File: src/rtl/scmc_pkg.sv
// Constants for the system clock and operating mode controller.
// Assumes an AXI4-Lite master on aclk and oscillator stable inputs from the analog side.
package scmc_pkg;

    localparam logic [3:0] SCMC_OFS_MODE = 4'h0;
    localparam logic [3:0] SCMC_OFS_MISC = 4'h4;

    // system_mode_control fields
    localparam int SCMC_MODE_DIV_LSB = 5;
    localparam int SCMC_MODE_LOW_RDY = 3;
    localparam int SCMC_MODE_HIGH_RDY = 2;
    localparam int SCMC_MODE_IDLE_EN = 1;
    localparam int SCMC_MODE_MAIN_SEL = 0;
    localparam logic [2:0] SCMC_DIV_RST = 3'h0;
    localparam logic SCMC_IDLE_EN_RST = 1'b1;
    localparam logic SCMC_MAIN_SEL_RST = 1'b1;

    // clock_misc_control fields
    localparam int SCMC_MISC_KEEP = 7;
    localparam int SCMC_MISC_FREQ_LSB = 4;
    localparam logic SCMC_KEEP_RST = 1'b0;
    localparam logic [1:0] SCMC_FREQ_RST = 2'h0;

    // Divider field codes; codes below this select the low-speed clock
    localparam logic [2:0] SCMC_DIV_FIRST_HIGH = 3'h2;
    // Divide exponent for code c is DIV_EXP_BASE - c (code 2 -> /64, code 7 -> /2)
    localparam logic [3:0] SCMC_DIV_EXP_BASE = 4'h8;

    // Fast RC frequency trim codes
    localparam logic [1:0] SCMC_FREQ_8MHZ = 2'h0;
    localparam logic [1:0] SCMC_FREQ_16MHZ = 2'h1;
    localparam logic [1:0] SCMC_FREQ_12MHZ = 2'h2;
    localparam logic [1:0] SCMC_FREQ_8MHZ_ALT = 2'h3;

    // Ready flag delays in aclk cycles with the oscillator stable
    localparam int SCMC_LOW_READY_CYCLES = 2;
    localparam int SCMC_HIGH_READY_CYCLES = 16;

    localparam logic [1:0] SCMC_RESP_OKAY = 2'h0;
    localparam logic [1:0] SCMC_RESP_SLVERR = 2'h2;

    typedef enum logic [4:0] {
        SCMC_ST_FAST = 5'h01,
        SCMC_ST_SLOW = 5'h02,
        SCMC_ST_SLEEP = 5'h04,
        SCMC_ST_CLOCK_STOPPED_IDLE = 5'h08,
        SCMC_ST_CLOCK_RUNNING_IDLE = 5'h10
    } scmc_state_t;

endpackage

File: src/rtl/scmc_ready_timer.sv
// Oscillator ready flag: counts aclk cycles while the oscillator is stable.
// Assumes stable is synchronous to aclk; restart forces the flag low.
`timescale 1ns/1ps

module scmc_ready_timer #(
    parameter int CYCLES = 16
) (
    input wire logic aclk,
    input wire logic aresetn,
    input wire logic restart,
    input wire logic stable,
    output logic ready
);
    localparam int CW = $clog2(CYCLES + 1);
    localparam logic [CW-1:0] LAST = CW'(CYCLES - 1);

    logic [CW-1:0] cnt_q;
    logic ready_q;

    always_ff @(posedge aclk) begin
        if (!aresetn || restart || !stable) begin
            cnt_q <= '0;
            ready_q <= 1'b0;
        end else if (!ready_q) begin
            cnt_q <= cnt_q + CW'(1);
            if (cnt_q == LAST) begin
                ready_q <= 1'b1;
            end
        end
    end

    assign ready = ready_q;

endmodule

File: src/rtl/scmc_top.sv
// System clock selection and operating mode control with an AXI4-Lite register port.
// Assumes halt_req and wake_req are one-cycle pulses from the core and wake logic,
// and the real clock mux and divider downstream follow the select outputs.
`timescale 1ns/1ps

module scmc_top
    import scmc_pkg::*;
#(
    parameter int LOW_READY_CYCLES = SCMC_LOW_READY_CYCLES,
    parameter int HIGH_READY_CYCLES = SCMC_HIGH_READY_CYCLES
) (
    input wire logic aclk,
    input wire logic aresetn,
    input wire logic [3:0] s_axi_awaddr,
    input wire logic s_axi_awvalid,
    output logic s_axi_awready,
    input wire logic [31:0] s_axi_wdata,
    input wire logic [3:0] s_axi_wstrb,
    input wire logic s_axi_wvalid,
    output logic s_axi_wready,
    output logic [1:0] s_axi_bresp,
    output logic s_axi_bvalid,
    input wire logic s_axi_bready,
    input wire logic [3:0] s_axi_araddr,
    input wire logic s_axi_arvalid,
    output logic s_axi_arready,
    output logic [31:0] s_axi_rdata,
    output logic [1:0] s_axi_rresp,
    output logic s_axi_rvalid,
    input wire logic s_axi_rready,
    input wire logic halt_req,
    input wire logic wake_req,
    input wire logic low_osc_stable,
    input wire logic high_osc_stable,
    output logic fast_rc_enable,
    output logic [1:0] fast_rc_freq_select,
    output logic sys_clock_high,
    output logic [2:0] sys_clock_div_exp,
    output logic sys_clock_enable,
    output logic cpu_clock_enable,
    output logic low_clock_enable,
    output logic periph_high_clock_enable,
    output logic [4:0] op_mode
);

    // Software-visible control bits
    logic [2:0] clock_divider_select_q;
    logic idle_enable_q;
    logic main_clock_select_q;
    logic idle_clock_keep_q;
    logic [1:0] fast_rc_freq_select_q;

    // Clocking state
    scmc_state_t state_q;
    scmc_state_t state_d;
    logic src_high_q;
    logic src_high_d;
    logic [2:0] div_exp_q;
    logic [2:0] div_exp_d;
    logic fast_rc_enable_q;
    logic fast_rc_enable_d;
    logic sys_clock_enable_q;
    logic cpu_clock_enable_q;
    logic low_clock_enable_q;
    logic periph_high_q;
    logic low_osc_ready;
    logic high_osc_ready;
    logic target_high;
    logic [2:0] target_exp;
    logic running;

    // Bus state
    logic awready_q;
    logic wready_q;
    logic bvalid_q;
    logic [1:0] bresp_q;
    logic arready_q;
    logic rvalid_q;
    logic [1:0] rresp_q;
    logic [31:0] rdata_q;
    logic aw_held_q;
    logic [3:0] aw_addr_q;
    logic w_held_q;
    logic [7:0] w_byte_q;
    logic w_lane0_q;
    logic do_write;
    logic [7:0] mode_rd;
    logic [7:0] misc_rd;

    // ------------------------------------------------------------------
    // Ready flags
    // ------------------------------------------------------------------

    // Low ready restarts on every wake even though the slow RC never stops
    scmc_ready_timer #(
        .CYCLES(LOW_READY_CYCLES)
    ) u_low_ready (
        .aclk(aclk),
        .aresetn(aresetn),
        .restart(wake_req),
        .stable(low_osc_stable),
        .ready(low_osc_ready)
    );

    // High ready drops whenever the fast RC is stopped
    scmc_ready_timer #(
        .CYCLES(HIGH_READY_CYCLES)
    ) u_high_ready (
        .aclk(aclk),
        .aresetn(aresetn),
        .restart(!fast_rc_enable_q),
        .stable(high_osc_stable),
        .ready(high_osc_ready)
    );

    // ------------------------------------------------------------------
    // Clock target decode
    // ------------------------------------------------------------------

    assign running = (state_q == SCMC_ST_FAST) || (state_q == SCMC_ST_SLOW);

    always_comb begin
        if (main_clock_select_q) begin
            target_high = 1'b1;
            target_exp = 3'h0;
        end else if (clock_divider_select_q >= SCMC_DIV_FIRST_HIGH) begin
            target_high = 1'b1;
            target_exp = 3'(SCMC_DIV_EXP_BASE - {1'b0, clock_divider_select_q});
        end else begin
            target_high = 1'b0;
            target_exp = 3'h0;
        end
    end

    // ------------------------------------------------------------------
    // Source switching: the old source stays until the new one is ready
    // ------------------------------------------------------------------

    always_comb begin
        src_high_d = src_high_q;
        div_exp_d = div_exp_q;
        if (running) begin
            if (target_high && !src_high_q) begin
                if (high_osc_ready) begin
                    src_high_d = 1'b1;
                    div_exp_d = target_exp;
                end
            end else if (!target_high && src_high_q) begin
                if (low_osc_ready) begin
                    src_high_d = 1'b0;
                    div_exp_d = 3'h0;
                end
            end else if (target_high) begin
                // Divider ratio changes within the fast source apply at once
                div_exp_d = target_exp;
            end
        end
    end

    always_ff @(posedge aclk) begin
        if (!aresetn) begin
            src_high_q <= 1'b1;
            div_exp_q <= 3'h0;
        end else begin
            src_high_q <= src_high_d;
            div_exp_q <= div_exp_d;
        end
    end

    // ------------------------------------------------------------------
    // Operating mode
    // ------------------------------------------------------------------

    always_comb begin
        state_d = state_q;
        case (state_q)
            SCMC_ST_FAST, SCMC_ST_SLOW: begin
                if (halt_req) begin
                    if (!idle_enable_q) begin
                        state_d = SCMC_ST_SLEEP;
                    end else if (!idle_clock_keep_q) begin
                        state_d = SCMC_ST_CLOCK_STOPPED_IDLE;
                    end else begin
                        state_d = SCMC_ST_CLOCK_RUNNING_IDLE;
                    end
                end else begin
                    state_d = src_high_d ? SCMC_ST_FAST : SCMC_ST_SLOW;
                end
            end
            SCMC_ST_SLEEP, SCMC_ST_CLOCK_STOPPED_IDLE, SCMC_ST_CLOCK_RUNNING_IDLE: begin
                if (wake_req) begin
                    state_d = src_high_q ? SCMC_ST_FAST : SCMC_ST_SLOW;
                end
            end
            default: begin
                state_d = SCMC_ST_FAST;
            end
        endcase
    end

    always_ff @(posedge aclk) begin
        if (!aresetn) begin
            state_q <= SCMC_ST_FAST;
        end else begin
            state_q <= state_d;
        end
    end

    // ------------------------------------------------------------------
    // Clock enables, all registered; all but the low clock enable from the next state
    // ------------------------------------------------------------------

    always_comb begin
        case (state_d)
            SCMC_ST_FAST, SCMC_ST_SLOW: begin
                // Fast RC starts early when a fast target waits for ready
                fast_rc_enable_d = src_high_d || target_high;
            end
            SCMC_ST_CLOCK_RUNNING_IDLE: begin
                fast_rc_enable_d = src_high_d;
            end
            default: begin
                fast_rc_enable_d = 1'b0;
            end
        endcase
    end

    always_ff @(posedge aclk) begin
        if (!aresetn) begin
            fast_rc_enable_q <= 1'b1;
        end else begin
            fast_rc_enable_q <= fast_rc_enable_d;
        end
    end

    always_ff @(posedge aclk) begin
        if (!aresetn) begin
            cpu_clock_enable_q <= 1'b1;
            sys_clock_enable_q <= 1'b1;
        end else begin
            cpu_clock_enable_q <= (state_d == SCMC_ST_FAST) || (state_d == SCMC_ST_SLOW);
            sys_clock_enable_q <= (state_d == SCMC_ST_FAST) || (state_d == SCMC_ST_SLOW)
                || (state_d == SCMC_ST_CLOCK_RUNNING_IDLE);
        end
    end

    // Watchdog clock source is never gated
    always_ff @(posedge aclk) begin
        if (!aresetn) begin
            low_clock_enable_q <= 1'b1;
        end else begin
            low_clock_enable_q <= 1'b1;
        end
    end

    // Peripheral copies of the fast clock only while the fast RC is up and settled
    always_ff @(posedge aclk) begin
        if (!aresetn) begin
            periph_high_q <= 1'b0;
        end else begin
            periph_high_q <= fast_rc_enable_d && high_osc_ready && src_high_d;
        end
    end

    // ------------------------------------------------------------------
    // Register write channel
    // ------------------------------------------------------------------

    assign do_write = aw_held_q && w_held_q && !bvalid_q;

    always_ff @(posedge aclk) begin
        if (!aresetn) begin
            awready_q <= 1'b0;
            aw_held_q <= 1'b0;
            aw_addr_q <= 4'h0;
        end else if (s_axi_awvalid && awready_q) begin
            awready_q <= 1'b0;
            aw_held_q <= 1'b1;
            aw_addr_q <= s_axi_awaddr;
        end else if (do_write) begin
            aw_held_q <= 1'b0;
        end else if (!aw_held_q && !bvalid_q) begin
            awready_q <= 1'b1;
        end
    end

    always_ff @(posedge aclk) begin
        if (!aresetn) begin
            wready_q <= 1'b0;
            w_held_q <= 1'b0;
            w_byte_q <= 8'h00;
            w_lane0_q <= 1'b0;
        end else if (s_axi_wvalid && wready_q) begin
            wready_q <= 1'b0;
            w_held_q <= 1'b1;
            w_byte_q <= s_axi_wdata[7:0];
            w_lane0_q <= s_axi_wstrb[0];
        end else if (do_write) begin
            w_held_q <= 1'b0;
        end else if (!w_held_q && !bvalid_q) begin
            wready_q <= 1'b1;
        end
    end

    always_ff @(posedge aclk) begin
        if (!aresetn) begin
            bvalid_q <= 1'b0;
            bresp_q <= SCMC_RESP_OKAY;
        end else if (do_write) begin
            bvalid_q <= 1'b1;
            bresp_q <= (aw_addr_q == SCMC_OFS_MODE || aw_addr_q == SCMC_OFS_MISC)
                ? SCMC_RESP_OKAY : SCMC_RESP_SLVERR;
        end else if (bvalid_q && s_axi_bready) begin
            bvalid_q <= 1'b0;
        end
    end

    // Only writable fields are stored; ready flags and blank bits drop writes
    always_ff @(posedge aclk) begin
        if (!aresetn) begin
            clock_divider_select_q <= SCMC_DIV_RST;
            idle_enable_q <= SCMC_IDLE_EN_RST;
            main_clock_select_q <= SCMC_MAIN_SEL_RST;
        end else if (do_write && w_lane0_q && aw_addr_q == SCMC_OFS_MODE) begin
            clock_divider_select_q <= w_byte_q[SCMC_MODE_DIV_LSB +: 3];
            idle_enable_q <= w_byte_q[SCMC_MODE_IDLE_EN];
            main_clock_select_q <= w_byte_q[SCMC_MODE_MAIN_SEL];
        end
    end

    always_ff @(posedge aclk) begin
        if (!aresetn) begin
            idle_clock_keep_q <= SCMC_KEEP_RST;
            fast_rc_freq_select_q <= SCMC_FREQ_RST;
        end else if (do_write && w_lane0_q && aw_addr_q == SCMC_OFS_MISC) begin
            idle_clock_keep_q <= w_byte_q[SCMC_MISC_KEEP];
            fast_rc_freq_select_q <= w_byte_q[SCMC_MISC_FREQ_LSB +: 2];
        end
    end

    // ------------------------------------------------------------------
    // Register read channel
    // ------------------------------------------------------------------

    always_comb begin
        mode_rd = 8'h00;
        mode_rd[SCMC_MODE_DIV_LSB +: 3] = clock_divider_select_q;
        mode_rd[SCMC_MODE_LOW_RDY] = low_osc_ready;
        mode_rd[SCMC_MODE_HIGH_RDY] = high_osc_ready;
        mode_rd[SCMC_MODE_IDLE_EN] = idle_enable_q;
        mode_rd[SCMC_MODE_MAIN_SEL] = main_clock_select_q;
        misc_rd = 8'h00;
        misc_rd[SCMC_MISC_KEEP] = idle_clock_keep_q;
        misc_rd[SCMC_MISC_FREQ_LSB +: 2] = fast_rc_freq_select_q;
    end

    always_ff @(posedge aclk) begin
        if (!aresetn) begin
            arready_q <= 1'b0;
            rvalid_q <= 1'b0;
            rresp_q <= SCMC_RESP_OKAY;
            rdata_q <= 32'h0000_0000;
        end else if (s_axi_arvalid && arready_q) begin
            arready_q <= 1'b0;
            rvalid_q <= 1'b1;
            if (s_axi_araddr == SCMC_OFS_MODE) begin
                rdata_q <= {24'h00_0000, mode_rd};
                rresp_q <= SCMC_RESP_OKAY;
            end else if (s_axi_araddr == SCMC_OFS_MISC) begin
                rdata_q <= {24'h00_0000, misc_rd};
                rresp_q <= SCMC_RESP_OKAY;
            end else begin
                rdata_q <= 32'h0000_0000;
                rresp_q <= SCMC_RESP_SLVERR;
            end
        end else if (rvalid_q && s_axi_rready) begin
            rvalid_q <= 1'b0;
        end else if (!rvalid_q) begin
            arready_q <= 1'b1;
        end
    end

    // ------------------------------------------------------------------
    // Outputs
    // ------------------------------------------------------------------

    assign s_axi_awready = awready_q;
    assign s_axi_wready = wready_q;
    assign s_axi_bvalid = bvalid_q;
    assign s_axi_bresp = bresp_q;
    assign s_axi_arready = arready_q;
    assign s_axi_rvalid = rvalid_q;
    assign s_axi_rresp = rresp_q;
    assign s_axi_rdata = rdata_q;

    assign fast_rc_enable = fast_rc_enable_q;
    assign fast_rc_freq_select = fast_rc_freq_select_q;
    assign sys_clock_high = src_high_q;
    assign sys_clock_div_exp = div_exp_q;
    assign sys_clock_enable = sys_clock_enable_q;
    assign cpu_clock_enable = cpu_clock_enable_q;
    assign low_clock_enable = low_clock_enable_q;
    assign periph_high_clock_enable = periph_high_q;
    assign op_mode = state_q;

endmodule

File: config.mk
export PLATFORM = sky130hd
export DESIGN_NAME = scmc_top
export DESIGN_NICKNAME = d
export VERILOG_FILES = /design/src/rtl/scmc_pkg.sv /design/src/rtl/scmc_ready_timer.sv /design/src/rtl/scmc_top.sv
export SDC_FILE = /design/constraint.sdc
export NUM_CORES = 1
export LEC_CHECK = 0
export BUFFER_PORTS_ARGS = -buffer_cell sky130_fd_sc_hd__buf_2
export CORE_ASPECT_RATIO = 1.2
export CORE_MARGIN = 4
export CORE_UTILIZATION = 40
export DETAILED_ROUTE_END_ITERATION = 7
export PLACE_DENSITY = 0.7
export SLEW_MARGIN = 0
export SYNTH_ARGS = -nofsm -noshare
export SYNTH_HDL_FRONTEND = slang
export SYNTH_HIERARCHICAL = 1
export SYNTH_SLANG_ARGS = --single-unit
File: constraint.sdc
create_clock -name aclk -period 1.69 [get_ports aclk]
set_input_delay 0.0845 -clock aclk [delete_from_list [all_inputs] [get_ports aclk]]
set_output_delay 0.0845 -clock aclk [all_outputs]
set_load 0.005 [all_outputs]
==> results of run 1 <==
-- flip-flops by register name, summed over array words and instances (netlist names), 2 cells and up --
signal / count
aw_addr_q: 4
clock_divider_select_q: 3
fast_rc_freq_select: 2
op_mode: 5
s_axi_rdata: 8
sys_clock_div_exp: 3
u_high_ready/cnt_q: 5
u_low_ready/cnt_q: 2
w_byte_q: 6
-- stage by stage --
step                hold WS, ps  area [um^2]
floorplan                   232         2730
global placement            349         2990
detailed placement          357         2990
CTS                        2.94         3170
global route               1.90         3250
finish                     14.0         3250
-- critical path, delay by kind of cell, from the launching register on --
kind | cells | cell delay [ps]
AND/OR/NAND/NOR | 3 | 650
XOR/XNOR | 1 | 250
AO/OA/AOI/OAI | 1 | 160
flip-flops | 1 | 440
-- logic make-up (layout without fill, tap and decap cells) --
group	Yosys count	in the layout
AND/OR/NAND/NOR	108	108
flip-flops	58	58
AO/OA/AOI/OAI	51	51
buffers and inverters	44	97
multiplexers	11	11
XOR/XNOR	7	7
adder cells (fa/ha/maj)	5	5
other	2	27
-- cells in the mapped netlist, types with 2 or more instances --
| master | count | area (um^2) |
|---|---|---|
| a22o_1 | 5 | 43.8 |
| a21boi_0 | 17 | 128 |
| nor2_1 | 15 | 56.3 |
| nand2b_1 | 5 | 31.3 |
| inv_1 | 9 | 33.8 |
| nand2_1 | 30 | 113 |
| conb_1 | 2 | 7.51 |
| clkbuf_1 | 7 | 26.3 |
| dfxtp_1 | 58 | 1160 |
| xnor2_1 | 2 | 17.5 |
| ha_1 | 5 | 62.6 |
| nand4_1 | 3 | 18.8 |
| nand3b_1 | 2 | 15.0 |
| nor3b_2 | 2 | 25.0 |
| nand3_1 | 17 | 85.1 |
| o21a_1 | 3 | 22.5 |
| xor2_1 | 5 | 43.8 |
| mux2i_1 | 11 | 110 |
| a211oi_2 | 2 | 25.0 |
| buf_4 | 27 | 203 |
| and2_1 | 8 | 50.1 |
| nor2b_1 | 11 | 68.8 |
| nor3_1 | 7 | 35.0 |
| o21ai_0 | 13 | 65.1 |
| a21oi_1 | 2 | 10.0 |
-- power breakdown --
group	switching [mW]	leakage, nW	internal, mW	total (mW)
Sequential	0.0450	0.473	1.41	1.46
Clock	0.483	0.0872	0.565	1.05
Combinational	0.139	0.925	0.125	0.264
-- per-layer routing --
layer | vias to the layer above | share of wire [%] | global-route usage, %
li1 | 1070 | - | -
met1 | 996 | 41 | 16.5
met2 | 56 | 51 | 22.9
met3 | 7 | 6.4 | 4.56
met4 | 0 | 1.4 | 6.39
met5 | - | 0 | 0
-- final timing paths --
path,cells past startpoint,start,slack (ps),to
setup / recovery,5,op_mode[1]$_SDFF_PN0_,70,sys_clock_enable$_SDFF_PN1_
hold / removal,3,s_axi_wdata[4],10,w_byte_q[4]$_SDFFE_PN0P_
hold reg to reg,2,w_byte_q[4]$_SDFFE_PN0P_,470,w_byte_q[4]$_SDFFE_PN0P_
setup reg to reg,5,op_mode[1]$_SDFF_PN0_,70,sys_clock_enable$_SDFF_PN1_
-- timing repair --
| action | 4_1_cts | 5_1_grt |
|---|---|---|
| endpoints found under the setup margin | 6 | 8 |
| buffers inserted | 0 | 0 |
| endpoints found under the hold margin | 0 | 1 |
| pin swaps | 0 | 2 |
| hold buffers | 0 | 1 |
| gates resized for setup | 8 | 18 |
-- area by class of cell --
class,count,area share (%)
multi-input combinational,209,42.1
sequential,58,36.0
inverter,9,1.04
clock inverter,3,0.462
timing repair buffer,72,12.5
clock buffer,13,4.58
tap,85,3.27
==> results.cfg, run 1 <==
[outcome]
outcome = finished clean

[routing]
totalWireLength_mm = 5.35
drtIter0Drc = 64
viasPerCell = 4.74
first_pass_iters = 4
wl_per_cell_um = 11.9
route.detailed.drc = 0
vias = 2129
antenna_left = 0

[layout]
final_nets = 419
instances_no_fill = 449
area_growth_pct = 23.1
antenna_cells = 0
final_cell_mix = buf_2 (55), dfxtp_1 (54), nand2_1 (30)
ff_latch_area_um2 = 1170
drive_above_1_share_pct = 29.9
utilization_pct = 50.7
layout_commonest_cell = buf_2
fillers = 615
multiInputGateArea_um2 = 1370

[pwr]
p_total_mw = 2.77
ir_drop_uv = 561
leakagePower_nw = 1.49
cellPowerDensity_nw_per_um2 = 853

[yosys]
synth-edff-count = 0
synth_top_family_by_area = simple AND/OR/NAND/NOR gates
synthCells = 286
synthArstFlopShare_pct = 0
yosys.area_share.simple_pct = 22.4
yosysUniqueCellTypes = 43
netlist_area_um2 = 2640
ys.flop_type = dfxtp_1
synth-xor-area-share_pct = 2.32
synth_compound_area_share_pct = 14.1
yosysSeqAreaShare_pct = 44.0
ys_seq_elements = 58
syn_area_per_cell_um2 = 9.23
synthAdderAreaFrac_pct = 2.37
synth_mux_area_share_pct = 4.17
yosysWarnings = 6

[global_route]
grt_pass1_wl_mm = 8.78
grt_remaining_overflow = 0
grt_pass1_vias = 1998
antenna_found_initial = 0
grt.total_usage_pct = 14.1
grt_start_max_net_pins = 28

[critical_path]
cp-end-kind = flop
cp_data_arrival_time_ps = 1830
worstPathCellList = xor2_2 -> nand2_1 -> o21ai_1 -> nand4_1 -> or2_2
cp_slowest_cell = dfxtp_1
max_stage_delay_ps = 440
crit_required_ps = 1900
path_class = reg -> reg
worst_setup_path_start_kind = flop
crit_fanout = 5

[die]
start_util_pct = 41.2
die_area_um2 = 7970
die_h_um = 97.0
pin_count = 112
rows = 32
core_region_area_um2 = 6410
die_x_um = 82.1

[sta]
tns_ps = 0
fin_crit_ps = 1620
fmax_mhz = 619
setup_slack_ps = 74.6
finClkSkew_ps = 8.99
fin_crit_sh_pct = 95.6
rsz0062_at_grt = yes
hold_viol_final = 0
setup-violations-final = 0
slew_violations = 0

[cts]
numClockSinks = 58
root_buffer = clkbuf_8
clk_pin_slew_ps = 60
numCtsBuffers = 9
cts_tree = built
clockBufferDepth = 2
h-tree-depth = 3
clk_latency_ps = 330

[placed_design]
dp_hpwl_mm = 4.15
post-place-cells = 432
numPortBuffers = 55
routabilityCongestion = 0.777
preCtsSetupSlack_ps = -118

[job]
drv_cap = 0

[hold_path]
hp-class = in -> reg
Note: power is estimated with default switching activity, not from simulation.
==> inputs of run 2 (changes only) <==
Settings changed: PLACE_DENSITY 0.7 to 0.81.
==> results.cfg, run 2 (synthesis results as in run 1) <==
[outcome]
outcome = finished, violations left
violations = negative setup slack

[layout]
antenna_cells = 0
area_growth_pct = 25.5
largest_register_ffs = 8
layout_commonest_cell = buf_2
final_nets = 416
drive_above_1_share_pct = 31.3
utilization_pct = 51.7
final_cell_mix = buf_2 (55), dfxtp_1 (54), nand2_1 (30)

[routing]
totalWireLength_mm = 5.69
wl_per_cell_um = 12.8
first_pass_iters = 5
route.detailed.drc = 0
viasPerCell = 4.77
antenna_left = 0
drtIter0Drc = 121
vias = 2129

[sta]
setup_slack_ps = -44.8
fin_crit_sh_pct = 103
finClkSkew_ps = 8.27
fmax_mhz = 576
whs_ps = 14.9
hold_viol_final = 0
slew_violations = 0
rsz0062_at_grt = yes
fin_crit_ps = 1730
setup-violations-final = 3
tns_ps = -94.0

[placed_design]
routabilityCongestion = 0.806
preCtsSetupSlack_ps = -122
numPortBuffers = 55
dp_hpwl_mm = 4.14

[critical_path]
rrSetupSlack_ps = -40
cp-end-kind = flop
reg2reg_to = sys_clock_div_exp[0]$_SDFFE_PN0P_
crit_required_ps = 1950
path_class = reg -> reg
timing.rr.start = clock_divider_select_q[0]$_SDFFE_PN0P_
crit_fanout = 6
worst_setup_path_start_kind = flop
cp_data_arrival_time_ps = 2000
reg2regPathDepth = 7

[die]
rows = 32
pin_count = 112
start_util_pct = 41.2
die_x_um = 82.1
die_area_um2 = 7970
core_region_area_um2 = 6410
die_h_um = 97.0

[cts]
clockBufferDepth = 2
clk_latency_ps = 330
cts_tree = built
clk_pin_slew_ps = 70
numClockSinks = 58
root_buffer = clkbuf_8
cts_hold_buf = 0
numCtsBuffers = 9
h-tree-depth = 3

[global_route]
grt_pass1_wl_mm = 8.74
grt_remaining_overflow = 0
grt.total_usage_pct = 14.2
grt_pass1_vias = 1975
grt_start_max_net_pins = 30
antenna_found_initial = 0

[hold_path]
hp-class = in -> reg
hold_depth = 3
hp-start = s_axi_awaddr[0]
min_to = aw_addr_q[0]$_SDFFE_PN0P_

[pwr]
leakagePower_nw = 1.51
ir_drop_uv = 451
cellPowerDensity_nw_per_um2 = 968

[job]
drv_cap = 0
-- run 2: power breakdown --
part / internal (mW) / leakage [nW] / switching (mW)
registers: 1.41 / 0.474 / 0.0445
clock network: 0.948 / 0.119 / 0.531
logic: 0.129 / 0.922 / 0.140
total: 2.49 / 1.51 / 0.716
-- run 2: layer usage --
layer	track usage, %	wire length (um)
met3	2.98	335
met4	8.57	195
met1	16.7	2320
met2	23.0	2840
met5	0	0
-- run 2: final cells by class --
| class | instances | area, um^2 |
|---|---|---|
| Clock inverter | 4 | 72.6 |
| Clock buffer | 12 | 165 |
| Fill cell | 583 | 3090 |
| Tap cell | 85 | 106 |
| Timing Repair Buffer | 69 | 380 |
| Sequential cell | 58 | 1170 |
| Inverter | 9 | 33.8 |
| Multi-Input combinational cell | 209 | 1390 |
-- run 2: how the worst max path moves through the flow --
stage               slack (ps)  cells after the start                           endpoint                                   start
floorplan                    7                      6          fast_rc_enable$_SDFF_PN1_  clock_divider_select_q[0]$_SDFFE_PN0P_
global placement           -70                      7  sys_clock_div_exp[0]$_SDFFE_PN0P_  clock_divider_select_q[0]$_SDFFE_PN0P_
detailed placement        -120                      7  sys_clock_div_exp[1]$_SDFFE_PN0P_  clock_divider_select_q[0]$_SDFFE_PN0P_
CTS                        0.3                      7  sys_clock_div_exp[1]$_SDFFE_PN0P_  clock_divider_select_q[0]$_SDFFE_PN0P_
global route              -100                      7  sys_clock_div_exp[0]$_SDFFE_PN0P_  clock_divider_select_q[0]$_SDFFE_PN0P_
finish                     -40                      7  sys_clock_div_exp[0]$_SDFFE_PN0P_  clock_divider_select_q[0]$_SDFFE_PN0P_
-- run 2: repair_timing --
item	CTS	global route
pin swaps	1	8
buffers inserted	0	1
setup endpoints to repair	4	8
gates resized for setup	6	20
-- run 2: critical path, stage by stage, from the launching register on --
cell      delay [ps]
dfxtp_2          330
inv_2             50
ha_4             160
or4_4            560
o21ai_4          190
a21oi_4           90
nand2b_4         150
a21boi_2         130
-- run 2: stage by stage --
step           power, mW  instances  cell area [um^2]
5_1_grt             3.33        446              3310
4_1_cts             3.21        445              3220
6_report            3.21        446              3310
3_3_place_gp        1.73        429              2970
3_5_place_dp        1.74        429              2970
2_1_floorplan       1.67        311              2730
